===== config.mk =====
export PLATFORM = sky130hd
export DESIGN_NAME = rhpm_root_hub
export DESIGN_NICKNAME = d
export VERILOG_FILES = /design/src/rhpm_pkg.sv /design/src/rhpm_port_power.sv /design/src/rhpm_root_hub.sv
export VERILOG_INCLUDE_DIRS = /design/src
export SDC_FILE = /design/constraint.sdc
export NUM_CORES = 1
export LEC_CHECK = 0
export ABC_AREA = 1
export BUFFER_PORTS_ARGS = -buffer_cell sky130_fd_sc_hd__buf_4
export CORE_UTILIZATION = 47
export CTS_BUF_LIST = sky130_fd_sc_hd__clkbuf_4 sky130_fd_sc_hd__clkbuf_8 sky130_fd_sc_hd__clkbuf_16
export DETAILED_ROUTE_END_ITERATION = 12
export PLACE_DENSITY = 0.84
export SYNTH_ARGS = -nofsm -noshare
export SYNTH_HDL_FRONTEND = slang
export SYNTH_SLANG_ARGS = --single-unit

===== constraint.sdc =====
create_clock -name core_clk -period 2.9 [get_ports core_clk]
set_clock_uncertainty 0.15 [all_clocks]
set_input_delay 0.145 -clock core_clk [delete_from_list [all_inputs] [get_ports core_clk]]
set_output_delay 0.145 -clock core_clk [all_outputs]
set_load 0.03 [all_outputs]

===== src/rhpm_defs.svh =====
`ifndef RHPM_DEFS_SVH
`define RHPM_DEFS_SVH
`define RHPM_CMD_MASKS_RD   8'h13
`define RHPM_CMD_MASKS_WR   8'h93
`define RHPM_CMD_STATUS_RD  8'h14
`define RHPM_CMD_STATUS_WR  8'h94
`define RHPM_PPM_HI         18
`define RHPM_PPM_LO         16
`define RHPM_DFM_HI         2
`define RHPM_DFM_LO         0
`define RHPM_PPM_RST        3'h0
`define RHPM_DFM_RST        3'h0
`define RHPM_STAT_CHG_LO    16
`endif


===== src/rhpm_pkg.sv =====
package rhpm_pkg;
  typedef enum logic [1:0] {
    RHPM_PWR_NONE,
    RHPM_PWR_ON,
    RHPM_PWR_OFF
  } rhpm_pwr_op_t;
  typedef enum {
    RHPM_IDLE,
    RHPM_ANSWER
  } rhpm_state_t;
endpackage : rhpm_pkg


===== src/rhpm_port_power.sv =====
`include "rhpm_defs.svh"
module rhpm_port_power
  import rhpm_pkg::*;
(
  input  wire logic         core_clk,
  input  wire logic         sys_rst,
  input  wire logic         mask_bit,
  input  wire logic         per_port_switch_select,
  input  wire rhpm_pwr_op_t global_op,
  input  wire rhpm_pwr_op_t port_op,
  output logic              power_reg
);
  logic use_port;
  assign use_port = per_port_switch_select && mask_bit;
  always_ff @(posedge core_clk)
  begin
    if (sys_rst)
      power_reg <= 1'b0;
    else if (use_port)
    begin
      if (port_op == RHPM_PWR_ON)
        power_reg <= 1'b1;
      else if (port_op == RHPM_PWR_OFF)
        power_reg <= 1'b0;
    end
    else
    begin
      if (global_op == RHPM_PWR_ON)
        power_reg <= 1'b1;
      else if (global_op == RHPM_PWR_OFF)
        power_reg <= 1'b0;
    end
  end
endmodule : rhpm_port_power


===== src/rhpm_root_hub.sv =====
// How it works
// - Bits 18 to 16 hold a port power mask choosing per-port or global control per port.
// - With switch select 1, a port with its mask bit set follows only per-port power on and off commands.
// - A port with its mask bit clear follows only the global power on and off commands.
// - With the switch select at 0 the mask is ignored and all ports follow global commands.
// - Mask bit 0 is reserved, bit 1 is port one and bit 2 is port two.
// - Bits 2 to 0 hold the device-fixed mask, a set bit meaning non-removable.
// - Fixed-mask bit 0 is reserved, bit 1 is port one and bit 2 is port two.
// - The status word has status flags in the low half and change flags in the high half.
// - Status word is read with code 14h and written with code 94h.
// - Port mask register is read with code 13h and written with code 93h.
// - Switch select 0 powers all ports together, 1 allows per-port power.
// - Both masks reset to board-chosen values set by the PPM_RESET and DFM_RESET parameters, with bit 0 cleared.
`include "rhpm_defs.svh"
module rhpm_root_hub
  import rhpm_pkg::*;
#(
  parameter int         NUM_PORTS = 2,
  parameter logic [2:0] PPM_RESET = `RHPM_PPM_RST,
  parameter logic [2:0] DFM_RESET = `RHPM_DFM_RST
)
(
  input  wire logic         core_clk,
  input  wire logic         sys_rst,
  input  wire logic         cmd_valid,
  input  wire logic [7:0]   cmd_code,
  input  wire logic [31:0]  cmd_wdata,
  input  wire logic         per_port_switch_select,
  input  wire rhpm_pwr_op_t global_op,
  input  wire logic [2:0]   port_op_on,
  input  wire logic [2:0]   port_op_off,
  input  wire logic [15:0]  hub_status_in,
  input  wire logic [15:0]  hub_change_in,
  output logic [31:0]       rd_data_reg,
  output logic              rd_valid_reg,
  output logic [2:0]        port_power_reg,
  output logic [2:0]        device_fixed_mask_reg,
  output logic [31:0]       status_wr_data_reg,
  output logic              status_wr_reg
);
  logic [2:0]  port_power_mask_reg;
  logic [2:0]  power_int;
  logic [31:0] masks_word;
  logic [31:0] status_word;
  rhpm_state_t state_reg;

  function automatic rhpm_pwr_op_t port_cmd(input logic on, input logic off);
    if (on)
      return RHPM_PWR_ON;
    else if (off)
      return RHPM_PWR_OFF;
    else
      return RHPM_PWR_NONE;
  endfunction : port_cmd

  // mask writes, reserved bit 0 kept zero
  always_ff @(posedge core_clk)
  begin
    if (sys_rst)
    begin
      port_power_mask_reg   <= PPM_RESET & 3'h6;
      device_fixed_mask_reg <= DFM_RESET & 3'h6;
    end
    else if (cmd_valid && cmd_code == `RHPM_CMD_MASKS_WR)
    begin
      port_power_mask_reg   <= cmd_wdata[`RHPM_PPM_HI:`RHPM_PPM_LO] & 3'h6;
      device_fixed_mask_reg <= cmd_wdata[`RHPM_DFM_HI:`RHPM_DFM_LO] & 3'h6;
    end
  end

  // read image with reserved bits zero
  always_comb
  begin
    masks_word = 32'h0;
    masks_word[`RHPM_PPM_HI:`RHPM_PPM_LO] = port_power_mask_reg;
    masks_word[`RHPM_DFM_HI:`RHPM_DFM_LO] = device_fixed_mask_reg;
  end

  assign status_word = {hub_change_in, hub_status_in};

  assign power_int[0] = 1'b0;
  generate
    for (genvar i = 1; i <= NUM_PORTS; i++)
    begin : g_port
      rhpm_port_power u_pp (
        .core_clk              (core_clk),
        .sys_rst               (sys_rst),
        .mask_bit              (port_power_mask_reg[i]),
        .per_port_switch_select(per_port_switch_select),
        .global_op             (global_op),
        .port_op               (port_cmd(port_op_on[i], port_op_off[i])),
        .power_reg             (power_int[i])
      );
    end
  endgenerate

  always_ff @(posedge core_clk)
  begin
    if (sys_rst)
      port_power_reg <= 3'h0;
    else
      port_power_reg <= power_int;
  end

  always_ff @(posedge core_clk)
  begin
    if (sys_rst)
    begin
      rd_data_reg  <= 32'h0;
      rd_valid_reg <= 1'b0;
      state_reg    <= RHPM_IDLE;
    end
    else
    begin
      rd_valid_reg <= 1'b0;
      state_reg    <= RHPM_IDLE;
      case (state_reg)
        RHPM_IDLE, RHPM_ANSWER:
        begin
          if (cmd_valid && cmd_code == `RHPM_CMD_MASKS_RD)
          begin
            rd_data_reg  <= masks_word;
            rd_valid_reg <= 1'b1;
            state_reg    <= RHPM_ANSWER;
          end
          else if (cmd_valid && cmd_code == `RHPM_CMD_STATUS_RD)
          begin
            rd_data_reg  <= status_word;
            rd_valid_reg <= 1'b1;
            state_reg    <= RHPM_ANSWER;
          end
        end
        default:
          state_reg <= RHPM_IDLE;
      endcase
    end
  end

  // status write forwarded, reserved bits relied zero
  always_ff @(posedge core_clk)
  begin
    if (sys_rst)
    begin
      status_wr_reg      <= 1'b0;
      status_wr_data_reg <= 32'h0;
    end
    else
    begin
      status_wr_reg <= cmd_valid && cmd_code == `RHPM_CMD_STATUS_WR;
      if (cmd_valid && cmd_code == `RHPM_CMD_STATUS_WR)
        status_wr_data_reg <= cmd_wdata;
    end
  end

  a_masks_reserved: assert property (@(posedge core_clk) disable iff (sys_rst)
    rd_valid_reg && $past(cmd_code) == `RHPM_CMD_MASKS_RD |-> (rd_data_reg & 32'hFFF8FFF8) == 32'h0)
    else $error("reserved mask bits not zero");
  a_masks_write: assert property (@(posedge core_clk) disable iff (sys_rst)
    cmd_valid && cmd_code == `RHPM_CMD_MASKS_WR
    |=> port_power_mask_reg == ($past(cmd_wdata[18:16]) & 3'h6))
    else $error("mask write lost");
  a_fixed_write: assert property (@(posedge core_clk) disable iff (sys_rst)
    cmd_valid && cmd_code == `RHPM_CMD_MASKS_WR
    |=> device_fixed_mask_reg == ($past(cmd_wdata[2:0]) & 3'h6))
    else $error("fixed mask write lost");
  a_masks_image: assert property (@(posedge core_clk) disable iff (sys_rst)
    cmd_valid && cmd_code == `RHPM_CMD_MASKS_RD |=> rd_valid_reg
    && rd_data_reg[18:16] == $past(port_power_mask_reg)
    && rd_data_reg[2:0] == $past(device_fixed_mask_reg))
    else $error("mask read image wrong");
  a_mask_bit0: assert property (@(posedge core_clk) disable iff (sys_rst)
    !port_power_mask_reg[0] && !device_fixed_mask_reg[0])
    else $error("reserved bit 0 set");
  a_status_read: assert property (@(posedge core_clk) disable iff (sys_rst)
    cmd_valid && cmd_code == `RHPM_CMD_STATUS_RD |=> rd_valid_reg && rd_data_reg == $past(status_word))
    else $error("status read wrong");
  a_status_half: assert property (@(posedge core_clk) disable iff (sys_rst)
    cmd_valid && cmd_code == `RHPM_CMD_STATUS_RD
    |=> rd_data_reg[31:`RHPM_STAT_CHG_LO] == $past(hub_change_in)
    && rd_data_reg[15:0] == $past(hub_status_in))
    else $error("change half misplaced");
  a_no_stray_read: assert property (@(posedge core_clk) disable iff (sys_rst)
    !(cmd_valid && (cmd_code == `RHPM_CMD_MASKS_RD || cmd_code == `RHPM_CMD_STATUS_RD))
    |=> !rd_valid_reg && $stable(rd_data_reg))
    else $error("read answer without read");
  a_status_write: assert property (@(posedge core_clk) disable iff (sys_rst)
    cmd_valid && cmd_code == `RHPM_CMD_STATUS_WR
    |=> status_wr_reg && status_wr_data_reg == $past(cmd_wdata)
    ##1 !status_wr_reg || $past(cmd_valid))
    else $error("status write pulse wrong");
  a_no_stray_write: assert property (@(posedge core_clk) disable iff (sys_rst)
    !(cmd_valid && cmd_code == `RHPM_CMD_STATUS_WR)
    |=> !status_wr_reg && $stable(status_wr_data_reg))
    else $error("status write without command");
  a_global_mode: assert property (@(posedge core_clk) disable iff (sys_rst)
    !per_port_switch_select && global_op == RHPM_PWR_ON |=> power_int[1] && power_int[2])
    else $error("global on ignored");
  a_global_off: assert property (@(posedge core_clk) disable iff (sys_rst)
    !per_port_switch_select && global_op == RHPM_PWR_OFF |=> !power_int[1] && !power_int[2])
    else $error("global off ignored");
  a_masked_port: assert property (@(posedge core_clk) disable iff (sys_rst)
    per_port_switch_select && port_power_mask_reg[1] && !port_op_on[1] && !port_op_off[1]
    |=> power_int[1] == $past(power_int[1]))
    else $error("masked port moved");
  a_port_on: assert property (@(posedge core_clk) disable iff (sys_rst)
    per_port_switch_select && port_power_mask_reg[1] && port_op_on[1] |=> power_int[1])
    else $error("port on ignored");
  a_unmasked_off: assert property (@(posedge core_clk) disable iff (sys_rst)
    !port_power_mask_reg[2] && global_op == RHPM_PWR_OFF |=> !power_int[2] ##1 !port_power_reg[2])
    else $error("global off missed");
endmodule : rhpm_root_hub


==> metrics.yaml <==
yosys:
  synth_warnings: 0
  ys_ff_latch: 74
  synth_area_um2: 2800
  post_synth.cell_area_avg_um2: 7.76
  synth-seq-area-share_pct: 52.9
  syn_inst: 361
  synth_cell_types: 22
route:
  drtAntennaViolNets: 0
  vias: 3260
  route.detailed.wl_per_inst_um: 14.8
  wirelength_mm: 9.55
  via_per_inst: 5.07
  drt-initial-drc-count: 170
  firstDrtPassIters: 5
  drc: 0
placed_design:
  gp_congestion: 0.756
  dpl.hpwl_mm: 5.21
  port-buffer-count: 151
  post-place-ws_ns: 0.932
  postPlaceCellArea_um2: 3890
  dp.cells: 562
worst_setup_path:
  reg2reg_from: "port_power_mask_reg[2]$_SDFFE_PP0P_"
  criticalPathCategory: "input pin to flip-flop"
  crit_path_end_kind: "flip-flop"
  startpoint_type: "input pin"
  reg2reg_depth: 4
  worstPathMaxFanout: 33
  arrival_ns: 1.74
  critPathLaunch: "cmd_code[1]"
  cp.required_ns: 2.97
pwr:
  power_frac_seq_pct: 48.1
  p_int_w: 0.00167
  p_per_area_nw_per_um2: 446
  p_sw_share_pct: 21.5
  combPwrFrac_pct: 11.3
  p_leak_nw: 2.17
  power.switching_w: 0.000457
  clockPowerShare_pct: 40.6
  peakVddDrop_v: 0.000289
layout:
  stdcell_count: 643
  area_growth_pct: 70.2
  multi_input_area_um2: 1110
  final_nets: 652
  seq_area_um2: 1480
  fillers: 315
  final_layout_size_suffix_gt1_share_pct: 31.3
  finalInstanceArea_um2: 4770
  diodes: 0
floorplan:
  pin_count: 156
  die_area_um2: 6280
  initial_utilization_pct: 49.7
  die_h_um: 79.2
  rows: 27
  coreArea_um2: 5640
  die_x_um: 79.2
clock_tree:
  cts_tree: "built"
  h-tree-depth: 3
  post_cts_resized: 0
  clock-sinks: 74
  cts_root_buffer: "clkbuf_8"
  clock_latency_ns: 0.33
  postCtsHoldBufs: 66
  cts_setup_buffers: 0
  path_clk_slew_ns: 0.08
  cts_inserted_buffers: 9
  max-clock-path-buffers: 2
global_routing:
  grt_pass1_vias: 3176
  grt_max_degree: 38
  grt_pass1_wl_mm: 14.7
  grtUsageTotal_pct: 30.4
  grt.overflow.total: 0
  antenna_found_initial: 0
run_status:
  status: "finished, final reports clean"
sta:
  fmax_mhz: 600
  period_needed_ns: 1.67
  setup_viol: 0
  min_period_over_period_pct: 57.5
  setup-tns-final_ns: 0
  rsz0062_at_grt: "no"
  worstMarginPinSlew_ns: 0.846
  final_max_slew_viol_count: 0
  slew_headroom_pct: 43.6
  setup_slack_ns: 1.23
  hold_slack_ns: 0.00117
  hold_viol_final: 0
hold_path:
  hold_class: "input pin to flip-flop"
  worstHoldStart: "hub_status_in[1]"
  whs_path_depth: 5
job:
  maxCapViolCount: 0
==> worst paths after layout <==
| path | end | slack, ns |
|---|---|---|
| worst max-delay path | status_wr_data_reg[11]$_SDFFE_PP0P_ | 1.23 |
| worst min-delay path | rd_data_reg[1]$_SDFFE_PP0P_ | 0.001 |
| worst max register to register | g_port[2].u_pp.power_reg$_SDFFE_PP0P_ | 1.38 |
| worst min register to register | rd_data_reg[4]$_SDFFE_PP0P_ | 0.32 |
==> metal layers <==
layer  vias to the layer above  wire (µm)  track usage, %
met5                         -          0               0
met2                       182       4760            53.4
met1                      1481       3580            32.5
met3                        30        949            9.54
met4                         0        252            15.1
li1                       1567          -               -
==> cell usage in the layout (no fill, tap or decap), drive strengths merged <==
master / count
buf: 153
nor2: 84
dfxtp: 74
dlygate4sd3: 66
nand2: 49
nand3: 41
o21ai: 36
a21oi: 28
inv: 16
clkbuf: 10
clkinv: 4
nor3: 2
a211oi: 2
conb: 2
bufinv: 2
or2: 1
ha: 1
==> through the flow <==
stage	util [%]	total power [W]
floorplan	-	0.00111
global placement	69.0	0.00120
detailed placement	69.0	0.00120
CTS	84.5	0.00213
global route	84.5	0.00219
finish	84.5	0.00213
==> worst max-delay path: stages <==
cell and delay, ns:
buf_4 0.12, nor2_1 0.13, nand3_1 0.14, inv_2 0.46, nand2_2 0.13, buf_4 0.25
o21ai_0 0.25, nor2_1 0.10
==> layout make-up <==
| type | instances | area share, % |
|---|---|---|
| Timing Repair Buffer | 219 | 37.9 |
| Clock buffer | 10 | 2.89 |
| Inverter | 17 | 1.36 |
| Sequential cell | 74 | 31.1 |
| Tap cell | 72 | 1.89 |
| Clock inverter | 5 | 1.65 |
| Multi-Input combinational cell | 246 | 23.2 |
==> cell families after synthesis <==
logic type	count (synthesis)	synth area share, %
simple gates	177	26.8
flops	74	52.9
compound gates	66	12.0
buf+inv	42	7.77
fa+ha+maj	1	0.446
other cells	1	0.134
==> power groups by stage <==
stage / registers, W / clock network [W] / logic (W)
after floorplan: 0.00105 / 0 / 0.0000538
after global placement: 0.00105 / 0 / 0.000154
after detailed placement: 0.00105 / 0 / 0.000157
after CTS: 0.00102 / 0.000876 / 0.000230
after global routing: 0.00102 / 0.000911 / 0.000257
final: 0.00102 / 0.000864 / 0.000240
==> cells in the mapped netlist <==
| cell | n | area (µm²) |
|---|---|---|
| nor2_1 | 80 | 300 |
| dfxtp_1 | 74 | 1480 |
| nand2_1 | 46 | 173 |
| nand3_1 | 41 | 205 |
| o21ai_0 | 36 | 180 |
| a21oi_1 | 28 | 140 |
| inv_1 | 14 | 52.6 |
| clkbuf_1 | 8 | 30.0 |
| buf_2 | 5 | 25.0 |
| buf_4 | 5 | 37.5 |
| buf_6 | 4 | 45.0 |
| clkbuf_2 | 3 | 15.0 |
| nand2_2 | 3 | 18.8 |
| nor2_2 | 3 | 18.8 |
| a211oi_1 | 2 | 15.0 |
| inv_2 | 2 | 7.51 |
| nor3_1 | 2 | 10.0 |
| clkinv_2 | 1 | 5.00 |
| conb_1 | 1 | 3.75 |
| ha_1 | 1 | 12.5 |
| nor2_8 | 1 | 20.0 |
| or2_2 | 1 | 6.26 |
Note: power is estimated with default switching activity, not from simulation.
